==> config.mk <==
export PLATFORM = sky130hd
export DESIGN_NAME = spc_link_config
export DESIGN_NICKNAME = d
export VERILOG_FILES = /design/src/core/spc_pkg.sv /design/src/core/spc_port_decode.sv /design/src/core/spc_link_config.sv
export SDC_FILE = /design/constraint.sdc
export NUM_CORES = 1
export LEC_CHECK = 0
export BUFFER_PORTS_ARGS = -buffer_cell sky130_fd_sc_hd__buf_2
export CORE_MARGIN = 3
export CORE_UTILIZATION = 56
export DETAILED_ROUTE_END_ITERATION = 16
export PLACE_DENSITY = 0.81
export SETUP_SLACK_MARGIN = 0.5
export SLEW_MARGIN = 20
export SYNTH_ARGS = -nofsm -noshare
export SYNTH_HDL_FRONTEND = slang
export SYNTH_SLANG_ARGS = --single-unit
==> constraint.sdc <==
create_clock -name SYS_CLK -period 4.4 [get_ports SYS_CLK]
set_input_delay 0.44 -clock SYS_CLK [delete_from_list [all_inputs] [get_ports SYS_CLK]]
set_output_delay 0.44 -clock SYS_CLK [all_outputs]
set_load 0.01 [all_outputs]
==> src/core/spc_pkg.sv <==
// Purpose: shared constants and types for the serial port link configuration block
// Assumes: 16-bit settings words, 50 MHz system clock
// Notes: frame format word has no printed offset; one is chosen next to the baud word
package spc_pkg;
    localparam logic [15:0] ADDR_STATION = 16'h0300;
    localparam logic [15:0] ADDR_BAUD = 16'h0302;
    localparam logic [15:0] ADDR_FORMAT = 16'h0304;
    localparam logic [15:0] RST_STATION = 16'h007f;
    localparam logic [15:0] RST_BAUD = 16'h0033;
    localparam logic [15:0] RST_FORMAT = 16'h0066;
    localparam logic [7:0] STATION_MIN = 8'h01;
    localparam logic [7:0] STATION_MAX = 8'h7f;
    localparam logic [7:0] WILDCARD_ADDR = 8'hff;
    localparam logic [3:0] BAUD_CODE_MAX = 4'h5;
    localparam logic [3:0] FORMAT_CODE_MAX = 4'h8;
    localparam int RS232_LSB = 0;
    localparam int RS485_LSB = 4;
    localparam int CLK_HZ = 50000000;
    localparam int BAUD_4800 = 4800;
    localparam int BAUD_9600 = 9600;
    localparam int BAUD_19200 = 19200;
    localparam int BAUD_38400 = 38400;
    localparam int BAUD_57600 = 57600;
    localparam int BAUD_115200 = 115200;
    localparam int DIV_W = 16;

    typedef enum logic [1:0] {PAR_NONE, PAR_EVEN, PAR_ODD} spc_parity_t;

    typedef struct packed {
        logic rtu;
        logic eight_bits;
        spc_parity_t parity;
        logic two_stop;
    } spc_frame_t;

    typedef struct packed {
        logic [DIV_W-1:0] divisor;
        spc_frame_t frame;
    } spc_port_cfg_t;
endpackage

==> src/core/spc_port_decode.sv <==
// Purpose: turn one port's baud and format codes into a divisor and framing
// Assumes: codes already range-checked
// Notes: purely combinational, outputs registered by the caller
`timescale 1ns/100ps
`default_nettype none
module spc_port_decode (
    input wire logic [3:0] baud_code, // baud code
    input wire logic [3:0] format_code, // frame format code
    output spc_pkg::spc_port_cfg_t cfg // decoded settings
);
    function automatic logic [spc_pkg::DIV_W-1:0] div_of(input int rate);
        div_of = spc_pkg::DIV_W'((spc_pkg::CLK_HZ + rate / 2) / rate);
    endfunction

    always_comb begin
        unique case (baud_code)
            4'h0: cfg.divisor = div_of(spc_pkg::BAUD_4800);
            4'h1: cfg.divisor = div_of(spc_pkg::BAUD_9600);
            4'h2: cfg.divisor = div_of(spc_pkg::BAUD_19200);
            4'h3: cfg.divisor = div_of(spc_pkg::BAUD_38400);
            4'h4: cfg.divisor = div_of(spc_pkg::BAUD_57600);
            default: cfg.divisor = div_of(spc_pkg::BAUD_115200);
        endcase

        cfg.frame.rtu = (format_code >= 4'h6);
        cfg.frame.eight_bits = (format_code >= 4'h3);
        unique case (format_code)
            4'h0, 4'h3, 4'h6: cfg.frame.parity = spc_pkg::PAR_NONE;
            4'h1, 4'h4, 4'h7: cfg.frame.parity = spc_pkg::PAR_EVEN;
            default: cfg.frame.parity = spc_pkg::PAR_ODD;
        endcase
        cfg.frame.two_stop = (cfg.frame.parity == spc_pkg::PAR_NONE);
    end
endmodule // spc_port_decode
`default_nettype wire

==> src/core/spc_link_config.sv <==
// Purpose: station address, baud and frame settings for two serial ports, plus address match
// Assumes: parameter writes arrive as address/data strobes on SYS_CLK
// Notes: the same station address serves both serial ports and the CAN side
// Behaviour
// station address accepts only 0x01 to 0x7F.
// integrator gives each drive a unique address on the network.
// one stored address serves RS-232, RS-485 and CAN.
// frames addressed 0xFF are accepted and answered regardless of station.
// station address never takes the wildcard value 0xFF.
// baud word low digit RS-232, next RS-485, range 0x0000 to 0x0055.
// baud codes 0..5 give 4800 to 115200 bits per second.
// format word low digit RS-232, next RS-485, range 0x0000 to 0x0088.
// format codes 0..2 are ASCII seven data bits, N2/E1/O1.
// format codes 3..5 are ASCII eight data bits, N2/E1/O1.
// format codes 6..8 are RTU eight data bits, N2/E1/O1.
// out of range writes are refused, keeping the previous setting.
`timescale 1ns/100ps
`default_nettype none
module spc_link_config (
    input wire logic SYS_CLK, // system clock
    input wire logic RST, // synchronous reset, high
    input wire logic WR_EN, // write strobe
    input wire logic RD_EN, // read strobe
    input wire logic [15:0] ADDR, // parameter address
    input wire logic [15:0] WR_DATA, // write data
    output logic [15:0] RD_DATA, // read data
    output logic RD_VALID, // read answer pulse
    output logic WR_ACK, // write taken pulse
    output logic WR_REFUSED, // write refused pulse
    input wire logic FRAME_VALID, // incoming frame address valid
    input wire logic [7:0] FRAME_ADDR, // incoming frame address byte
    output logic FRAME_ACCEPT, // frame is for this station
    output logic [7:0] STATION_ADDR, // station address to all ports
    output spc_pkg::spc_port_cfg_t RS232_CFG, // RS-232 settings
    output spc_pkg::spc_port_cfg_t RS485_CFG // RS-485 settings
);
    typedef enum logic [1:0] {SEL_NONE, SEL_STATION, SEL_BAUD, SEL_FORMAT} spc_reg_sel_t;

    logic [15:0] station_address;
    logic [15:0] next_station_address;
    logic [15:0] port_baud_select;
    logic [15:0] next_port_baud_select;
    logic [15:0] port_frame_format;
    logic [15:0] next_port_frame_format;
    logic next_wr_ack;
    logic next_wr_refused;

    spc_reg_sel_t wr_sel;
    logic station_in_range;
    logic baud_in_range;
    logic format_in_range;

    logic [15:0] next_rd_data;
    logic next_rd_valid;

    logic next_frame_accept;

    spc_pkg::spc_port_cfg_t cfg232;
    spc_pkg::spc_port_cfg_t cfg485;
    logic [7:0] next_station_out;
    spc_pkg::spc_port_cfg_t next_rs232_cfg;
    spc_pkg::spc_port_cfg_t next_rs485_cfg;

    // one decoder for writes and reads keeps the two register maps from drifting apart
    function automatic spc_reg_sel_t sel_of(input logic [15:0] addr);
        unique case (addr)
            spc_pkg::ADDR_STATION: sel_of = SEL_STATION;
            spc_pkg::ADDR_BAUD: sel_of = SEL_BAUD;
            spc_pkg::ADDR_FORMAT: sel_of = SEL_FORMAT;
            default: sel_of = SEL_NONE;
        endcase
    endfunction

    function automatic logic pair_ok(input logic [15:0] v, input logic [3:0] lim);
        pair_ok = (v[15:8] == 8'h00) && (v[7:4] <= lim) && (v[3:0] <= lim);
    endfunction

    // 0xff fails the upper bound, so the wildcard can never become the stored address
    function automatic logic station_ok(input logic [15:0] v);
        station_ok = (v[15:8] == 8'h00) && (v[7:0] >= spc_pkg::STATION_MIN)
            && (v[7:0] <= spc_pkg::STATION_MAX);
    endfunction

    always_comb begin
        wr_sel = sel_of(ADDR);
        station_in_range = station_ok(WR_DATA);
        baud_in_range = pair_ok(WR_DATA, spc_pkg::BAUD_CODE_MAX);
        format_in_range = pair_ok(WR_DATA, spc_pkg::FORMAT_CODE_MAX);
    end

    // a refused word leaves every register untouched; only the answer pulse tells the host
    always_comb begin
        next_station_address = station_address;
        next_port_baud_select = port_baud_select;
        next_port_frame_format = port_frame_format;
        next_wr_ack = 1'b0;
        next_wr_refused = 1'b0;
        if (WR_EN) begin
            unique case (wr_sel)
                SEL_STATION: begin
                    if (station_in_range) begin
                        next_station_address = WR_DATA;
                        next_wr_ack = 1'b1;
                    end else begin
                        next_wr_refused = 1'b1;
                    end
                end
                SEL_BAUD: begin
                    if (baud_in_range) begin
                        next_port_baud_select = WR_DATA;
                        next_wr_ack = 1'b1;
                    end else begin
                        next_wr_refused = 1'b1;
                    end
                end
                SEL_FORMAT: begin
                    if (format_in_range) begin
                        next_port_frame_format = WR_DATA;
                        next_wr_ack = 1'b1;
                    end else begin
                        next_wr_refused = 1'b1;
                    end
                end
                SEL_NONE: begin
                    next_wr_refused = 1'b1;
                end
            endcase
        end
    end

    // read data holds between reads so a slow host can still pick it up
    always_comb begin
        next_rd_valid = RD_EN;
        next_rd_data = RD_DATA;
        if (RD_EN) begin
            unique case (sel_of(ADDR))
                SEL_STATION: next_rd_data = station_address;
                SEL_BAUD: next_rd_data = port_baud_select;
                SEL_FORMAT: next_rd_data = port_frame_format;
                SEL_NONE: next_rd_data = 16'h0000;
            endcase
        end
    end

    // the stored register is compared, not the output copy, so a new address applies sooner
    always_comb begin
        next_frame_accept = 1'b0;
        if (FRAME_VALID) begin
            if (FRAME_ADDR == spc_pkg::WILDCARD_ADDR) begin
                next_frame_accept = 1'b1;
            end else if (FRAME_ADDR == station_address[7:0]) begin
                next_frame_accept = 1'b1;
            end
        end
    end

    spc_port_decode u_dec232 (
        .baud_code(port_baud_select[spc_pkg::RS232_LSB +: 4]),
        .format_code(port_frame_format[spc_pkg::RS232_LSB +: 4]),
        .cfg(cfg232)
    );

    spc_port_decode u_dec485 (
        .baud_code(port_baud_select[spc_pkg::RS485_LSB +: 4]),
        .format_code(port_frame_format[spc_pkg::RS485_LSB +: 4]),
        .cfg(cfg485)
    );

    always_comb begin
        next_station_out = station_address[7:0];
        next_rs232_cfg = cfg232;
        next_rs485_cfg = cfg485;
    end

    always_ff @(posedge SYS_CLK) begin
        if (RST) begin
            station_address <= spc_pkg::RST_STATION;
            port_baud_select <= spc_pkg::RST_BAUD;
            port_frame_format <= spc_pkg::RST_FORMAT;
            WR_ACK <= 1'b0;
            WR_REFUSED <= 1'b0;
        end else begin
            station_address <= next_station_address;
            port_baud_select <= next_port_baud_select;
            port_frame_format <= next_port_frame_format;
            WR_ACK <= next_wr_ack;
            WR_REFUSED <= next_wr_refused;
        end
    end

    always_ff @(posedge SYS_CLK) begin
        if (RST) begin
            RD_DATA <= 16'h0000;
            RD_VALID <= 1'b0;
        end else begin
            RD_DATA <= next_rd_data;
            RD_VALID <= next_rd_valid;
        end
    end

    always_ff @(posedge SYS_CLK) begin
        if (RST) begin
            FRAME_ACCEPT <= 1'b0;
        end else begin
            FRAME_ACCEPT <= next_frame_accept;
        end
    end

    // port copies lag the registers by one cycle: a write shows here two edges after it is taken
    always_ff @(posedge SYS_CLK) begin
        if (RST) begin
            STATION_ADDR <= 8'h00;
            RS232_CFG <= '0;
            RS485_CFG <= '0;
        end else begin
            STATION_ADDR <= next_station_out;
            RS232_CFG <= next_rs232_cfg;
            RS485_CFG <= next_rs485_cfg;
        end
    end
endmodule // spc_link_config
`default_nettype wire

==> flow_summary.toml, run 1 <==
[floorplanning]
die_area_sq_um = 8750
rows = 31
num_io_pins = 115
die_h_microns = 93.6
core-area_sq_um = 7330
fp.dieW_microns = 93.6
initial_utilization_pct = 58.6

[routing]
drt_iter0_markers = 143
route.detailed.drc = 0
wl_per_cell_microns = 14.9
wl_mm = 9.33
via_per_inst = 5.53
ant_nets = 0
via_count = 3457
drt_pass1_iterations = 4

[cells_and_area]
drive_gt1_share_pct = 25.3
layout_commonest_cell = "dfxtp_1"
synthToLayoutAreaGrowth_pct = 16.2
fillCellCount = 576
layout.nets = 566
layout_common_cells = "112 x dfxtp_1, 110 x buf_2, 66 x nor2_1"
final_core_util_pct = 68.0
diodes = 0

[flow_run]
cap_violations = 0

[worst_setup_path]
crit_path_max_incr_delay_ps = 780
crit_chain = "buf_2 -> nor4_1 -> and4_1 -> and4_1 -> mux2i_1"
critical_path.max_fanout = 19
critPathTopFamily = "simple AND/OR/NAND/NOR gates"
worstSetupPathType = "in2reg"
crit_path_start_kind = "input port"
cp_common_cell = "and4_1"
cp_data_required_time_ps = 4690
cp_slowest_cell = "and4_1"
endpoint_kind = "register"
critical_path_arrival_ps = 2710
critPathBufInv = 1

[synth]
synth-async-reset-ratio_pct = 0
synth-seq-area-share_pct = 52.2
netlist_area_sq_um = 4290
synth_ff_type = "dfxtp_1"
synth_top_family_by_area = "simple AND/OR/NAND/NOR gates"
ys_seq_elements = 112
synth_compound_area_share_pct = 10.6
synth_cell_types = 44
synth_area_leader_cell = "dfxtp_1"
synth_xor_area_share_pct = 3.26
synthTopCellsByArea = "dfxtp_1 52%, nor2_1 5.8%, mux2i_1 5.1%"
ys_warn_count = 0
synth_edf_count = 0
synth_simple_gate_area_share_pct = 23.5
synthCells = 438
netlist.area_leader.share_pct = 52.2
avgSynthCellArea_sq_um = 9.80
synthAdderAreaFrac_pct = 0.233
synthMuxAreaShare_pct = 5.13

[timing]
skew_ps = 14.6
slew_violations = 0
setup-tns-final_ps = 0
slew_headroom_pct = 42.0
post-route-period-util_pct = 55.1
hold_viol_final = 0
min_period_ps = 2420
tightest_slew_ps = 870
rsz0062_at_grt = "no"
setup_slack_ps = 1980
fmax_mhz = 413
finalSetupViolCount = 0

[clocking]
tritoncts = "done"
cts_resized = 0
htree_num_levels = 3
cts_setup_buffers = 0
numCtsBuffers = 9
cts_sinks = 112
clock_path_buffers = 2
root_buffer = "clkbuf_8"
clk_pin_slew_ps = 110
ctsHoldBuffers = 0
clk_latency_ps = 370

[placed_design]
dp_hpwl_mm = 6.61
numPortBuffers = 110
dp_slack_ps = 1620
place_congestion = 0.817

[hold_path]
hp-class = "in2reg"

[global_routing]
grtUsageTotal_pct = 21.8
grt_antenna_before_repair = 0
grt_pass1_wl_mm = 15.2
grt_max_degree = 53
grt_pass1_vias = 3086
grt.overflow.total = 0

[power_and_ir_drop]
leakage_nw = 2.16
finalPower_mw = 1.78
ir_drop_mv = 0.231
p_per_area_nw_per_um2 = 356

[outcome]
outcome = "completed"
## worst paths after layout
check                             from             endpoint  slack, ps  cells after the start
setup reg to reg  port_frame_format[2]         RS232_CFG[1]       3130                      3
hold / removal             FRAME_VALID         FRAME_ACCEPT        320                      2
setup / recovery               ADDR[5]  port_baud_select[0]       1980                      5
hold reg to reg    station_address[15]  station_address[15]        470                      1
## sequential cells by signal (all words and copies together) (netlist names), 8 cells and up
name	cells
port_frame_format	16
RS232_CFG	18
RS485_CFG	18
STATION_ADDR	8
station_address	16
RD_DATA	16
port_baud_select	16
## synth_stat cells, drive strengths merged, types with 2 or more instances
cell type and count:
dfxtp 112, nand2 6, nand3 18, mux2i 22
a211oi 5, a2111oi 2, nor2b 14, or4 2
nor3b 11, a21oi 10, a311oi 16, nand2b 14
buf 18, a22oi 16, or3 2, a31oi 2
xor2 11, xnor2 5, and4 4, nor4 12
and2 17, nor3 11, clkbuf 25, a21o 3
nand4 3, nor2 66, o31a 2
## logic make-up after synthesis
family | after synthesis
AO/OA/AOI/OAI | 58
XOR/XNOR | 16
adder cells (fa/ha/maj) | 1
buffers and inverters | 44
flip-flops | 112
multiplexers | 22
other | 1
AND/OR/NAND/NOR | 184
## metrics by stage
step                      hold WS (ps)  instance area, sq um  instances
after CTS                          313                  4990        625
after global routing               310                  4990        625
after floorplan                    419                  4310        441
final                              321                  4990        625
after detailed placement           444                  4780        609
after global placement             442                  4780        609
## report_power, final
group	leakage [nW]	total, mW	internal (mW)	switching [mW]
clock	0.100	0.622	0.283	0.339
combinational	1.15	0.116	0.0469	0.0690
sequential	0.915	1.04	1.03	0.00665
## worst register-to-register path: cells and delay by family, from the launching register on
kind / cells / cell delay, ps
xor gates and xnor gates: 1 / 230
and+or+nand+nor: 1 / 50
AOI/OAI and AO/OA: 1 / 370
DFF: 1 / 500
## layer usage
metal  GRT usage, %  wire length (microns)  up-vias
met5              0                      0        -
met4           8.30                    174        0
met3           4.18                    674       18
met2           33.2                   4310      137
met1           30.6                   4170     1606
li1               -                      -     1696
## area by class of cell
class / instances / area, sq um / area share, %
Tap cell: 99 / 124 / 2.48
Multi-Input combinational cell: 285 / 1850 / 37.0
Inverter: 1 / 3.75 / 0.0752
Sequential cell: 112 / 2240 / 44.9
Clock inverter: 5 / 63.8 / 1.28
Clock buffer: 11 / 141 / 2.83
Timing Repair Buffer: 112 / 566 / 11.3
Note: power is estimated with default switching activity, not from simulation.
==> inputs of run 2 (changes only) <==
CORE_UTILIZATION = 47   (was 56)
PLACE_DENSITY = 0.72   (was 0.81)
clock period = 2.1 ns   (was 4.4 ns; I/O delays follow)
==> run 2 against run 1 <==
Core utilization fell by 10 points; final cell count rose by 3.2%; sequential share of layout area fell by 0.85 points; sequential power up 110%; clock power increased by 93%; register-to-register slack lost 2300 ps; setup slack got worse by 1400 ps; non-clock buffer count up 11; flip-flop and latch count stayed put; critical path type unchanged.
==> flow_summary.toml, run 2 (synthesis results as in run 1) <==
[global_routing]
grt.overflow.total = 0
grt_pass1_wl_mm = 15.7
grtUsageTotal_pct = 19.2
grt_pass1_vias = 3275
grt_max_degree = 38
grt_antenna_before_repair = 0

[worst_setup_path]
crit_chain = "buf_2 -> or4_4 -> nor4_4 -> and4_1 -> buf_4 -> mux2i_1"
critical_path.max_fanout = 4
cp_slowest_cell = "or4_4"
critPathBufInv = 2
crit_path_max_incr_delay_ps = 590
critPathTopFamily = "simple AND/OR/NAND/NOR gates"
cp_data_required_time_ps = 2380
worstSetupPathType = "in2reg"
critical_path_arrival_ps = 1820
crit_path_start_kind = "input port"
endpoint_kind = "register"

[power_and_ir_drop]
switching_share_pct = 25.0
power_frac_clock_pct = 33.0
p_comb_share_pct = 6.9
p_switching_mw = 0.907
p_seq_share_pct = 60.1
intPower_mw = 2.72
p_per_area_nw_per_um2 = 713
ir_drop_mv = 0.304
leakage_nw = 2.21

[placed_design]
place_congestion = 0.865
numPortBuffers = 110
dp_hpwl_mm = 7.03
dp.cells = 629

[timing]
rsz0062_at_grt = "yes"
slew_headroom_pct = 62.3
slew_violations = 0
skew_ps = 10.3
min_period_ps = 1540
finalSetupViolCount = 0
setup-tns-final_ps = 0
hold_viol_final = 0
fmax_mhz = 651
post-route-period-util_pct = 73.2
tightest_slew_ps = 565

[cells_and_area]
synthToLayoutAreaGrowth_pct = 18.4
diodes = 0
fillCellCount = 778
layout.nets = 577
layout_common_cells = "112 x dfxtp_1, 110 x buf_2, 66 x nor2_1"
reg_top3 = "RS232_CFG (18), RS485_CFG (18)"
fin_cells = 645
layout_commonest_cell = "dfxtp_1"
drive_gt1_share_pct = 27.2

[floorplanning]
rows = 34
initial_utilization_pct = 48.8
num_io_pins = 115
die_area_sq_um = 10300
die_h_microns = 102
fp.dieW_microns = 102
core-area_sq_um = 8810

[routing]
drt_iter0_markers = 152
ant_nets = 0
via_per_inst = 5.37
drt_pass1_iterations = 4
via_count = 3466
route.detailed.drc = 0
wl_per_cell_microns = 15.3
wl_mm = 9.86

[clocking]
clock_path_buffers = 2
cts_sinks = 112
clk_latency_ps = 360
cts_setup_buffers = 0
root_buffer = "clkbuf_8"
numCtsBuffers = 9
tritoncts = "done"
clk_pin_slew_ps = 100
htree_num_levels = 3

[hold_path]
hp-class = "in2reg"

[outcome]
outcome = "completed"

[flow_run]
cap_violations = 0
[run 2: cell type report]
cell class                 instances  area, sq um  share of cell area, %
sequential                       112         2240                   44.1
timing repair buffer             123          664                   13.1
tap                              108          135                   2.66
multi-input combinational        285         1860                   36.6
clock inverter                     6         50.0                  0.984
inverter                           1         3.75                 0.0738
clock buffer                      10          128                   2.51
[run 2: layer usage]
| layer | GRT usage [%] | vias to the layer above | wire length [microns] |
|---|---|---|---|
| li1 | - | 1714 | - |
| met1 | 25.3 | 1647 | 4460 |
| met2 | 31.1 | 96 | 4760 |
| met3 | 3.65 | 9 | 533 |
| met4 | 7.26 | 0 | 107 |
| met5 | 0 | - | 0 |
[run 2: what timing repair did]
item,in CTS,in global routing
setup endpoints to repair,0,12
resized for setup,0,2
hold buffers,0,0
[run 2: path summary, 6_finish.rpt]
| path | start | slack [ps] | depth (start not counted) | to |
|---|---|---|---|---|
| max | WR_DATA[12] | 560 | 6 | port_baud_select[0] |
| min | FRAME_VALID | 90 | 2 | FRAME_ACCEPT |
| max reg2reg | port_baud_select[6] | 850 | 3 | RS485_CFG[7] |
| min reg2reg | port_frame_format[9] | 470 | 1 | port_frame_format[9] |
[run 2: stage by stage]
step	instance area [sq um]	setup WS [ps]	total power [mW]	hold WS (ps)	util, %
2_1_floorplan	4310	410	2.36	362	-
3_3_place_gp	4900	181	2.47	442	55.6
3_5_place_dp	4900	171	2.48	445	55.6
4_1_cts	5070	562	3.65	80.6	57.6
5_1_grt	5080	471	3.78	83.0	57.7
6_report	5080	563	3.62	94.9	57.7
[run 2: power by group through the flow]
stage	logic, mW	registers [mW]	clock network [mW]
after floorplan	0.111	2.25	0
after global placement	0.245	2.23	0
after detailed placement	0.249	2.23	0
after CTS	0.251	2.18	1.22
after global routing	0.276	2.18	1.32
final	0.250	2.18	1.20
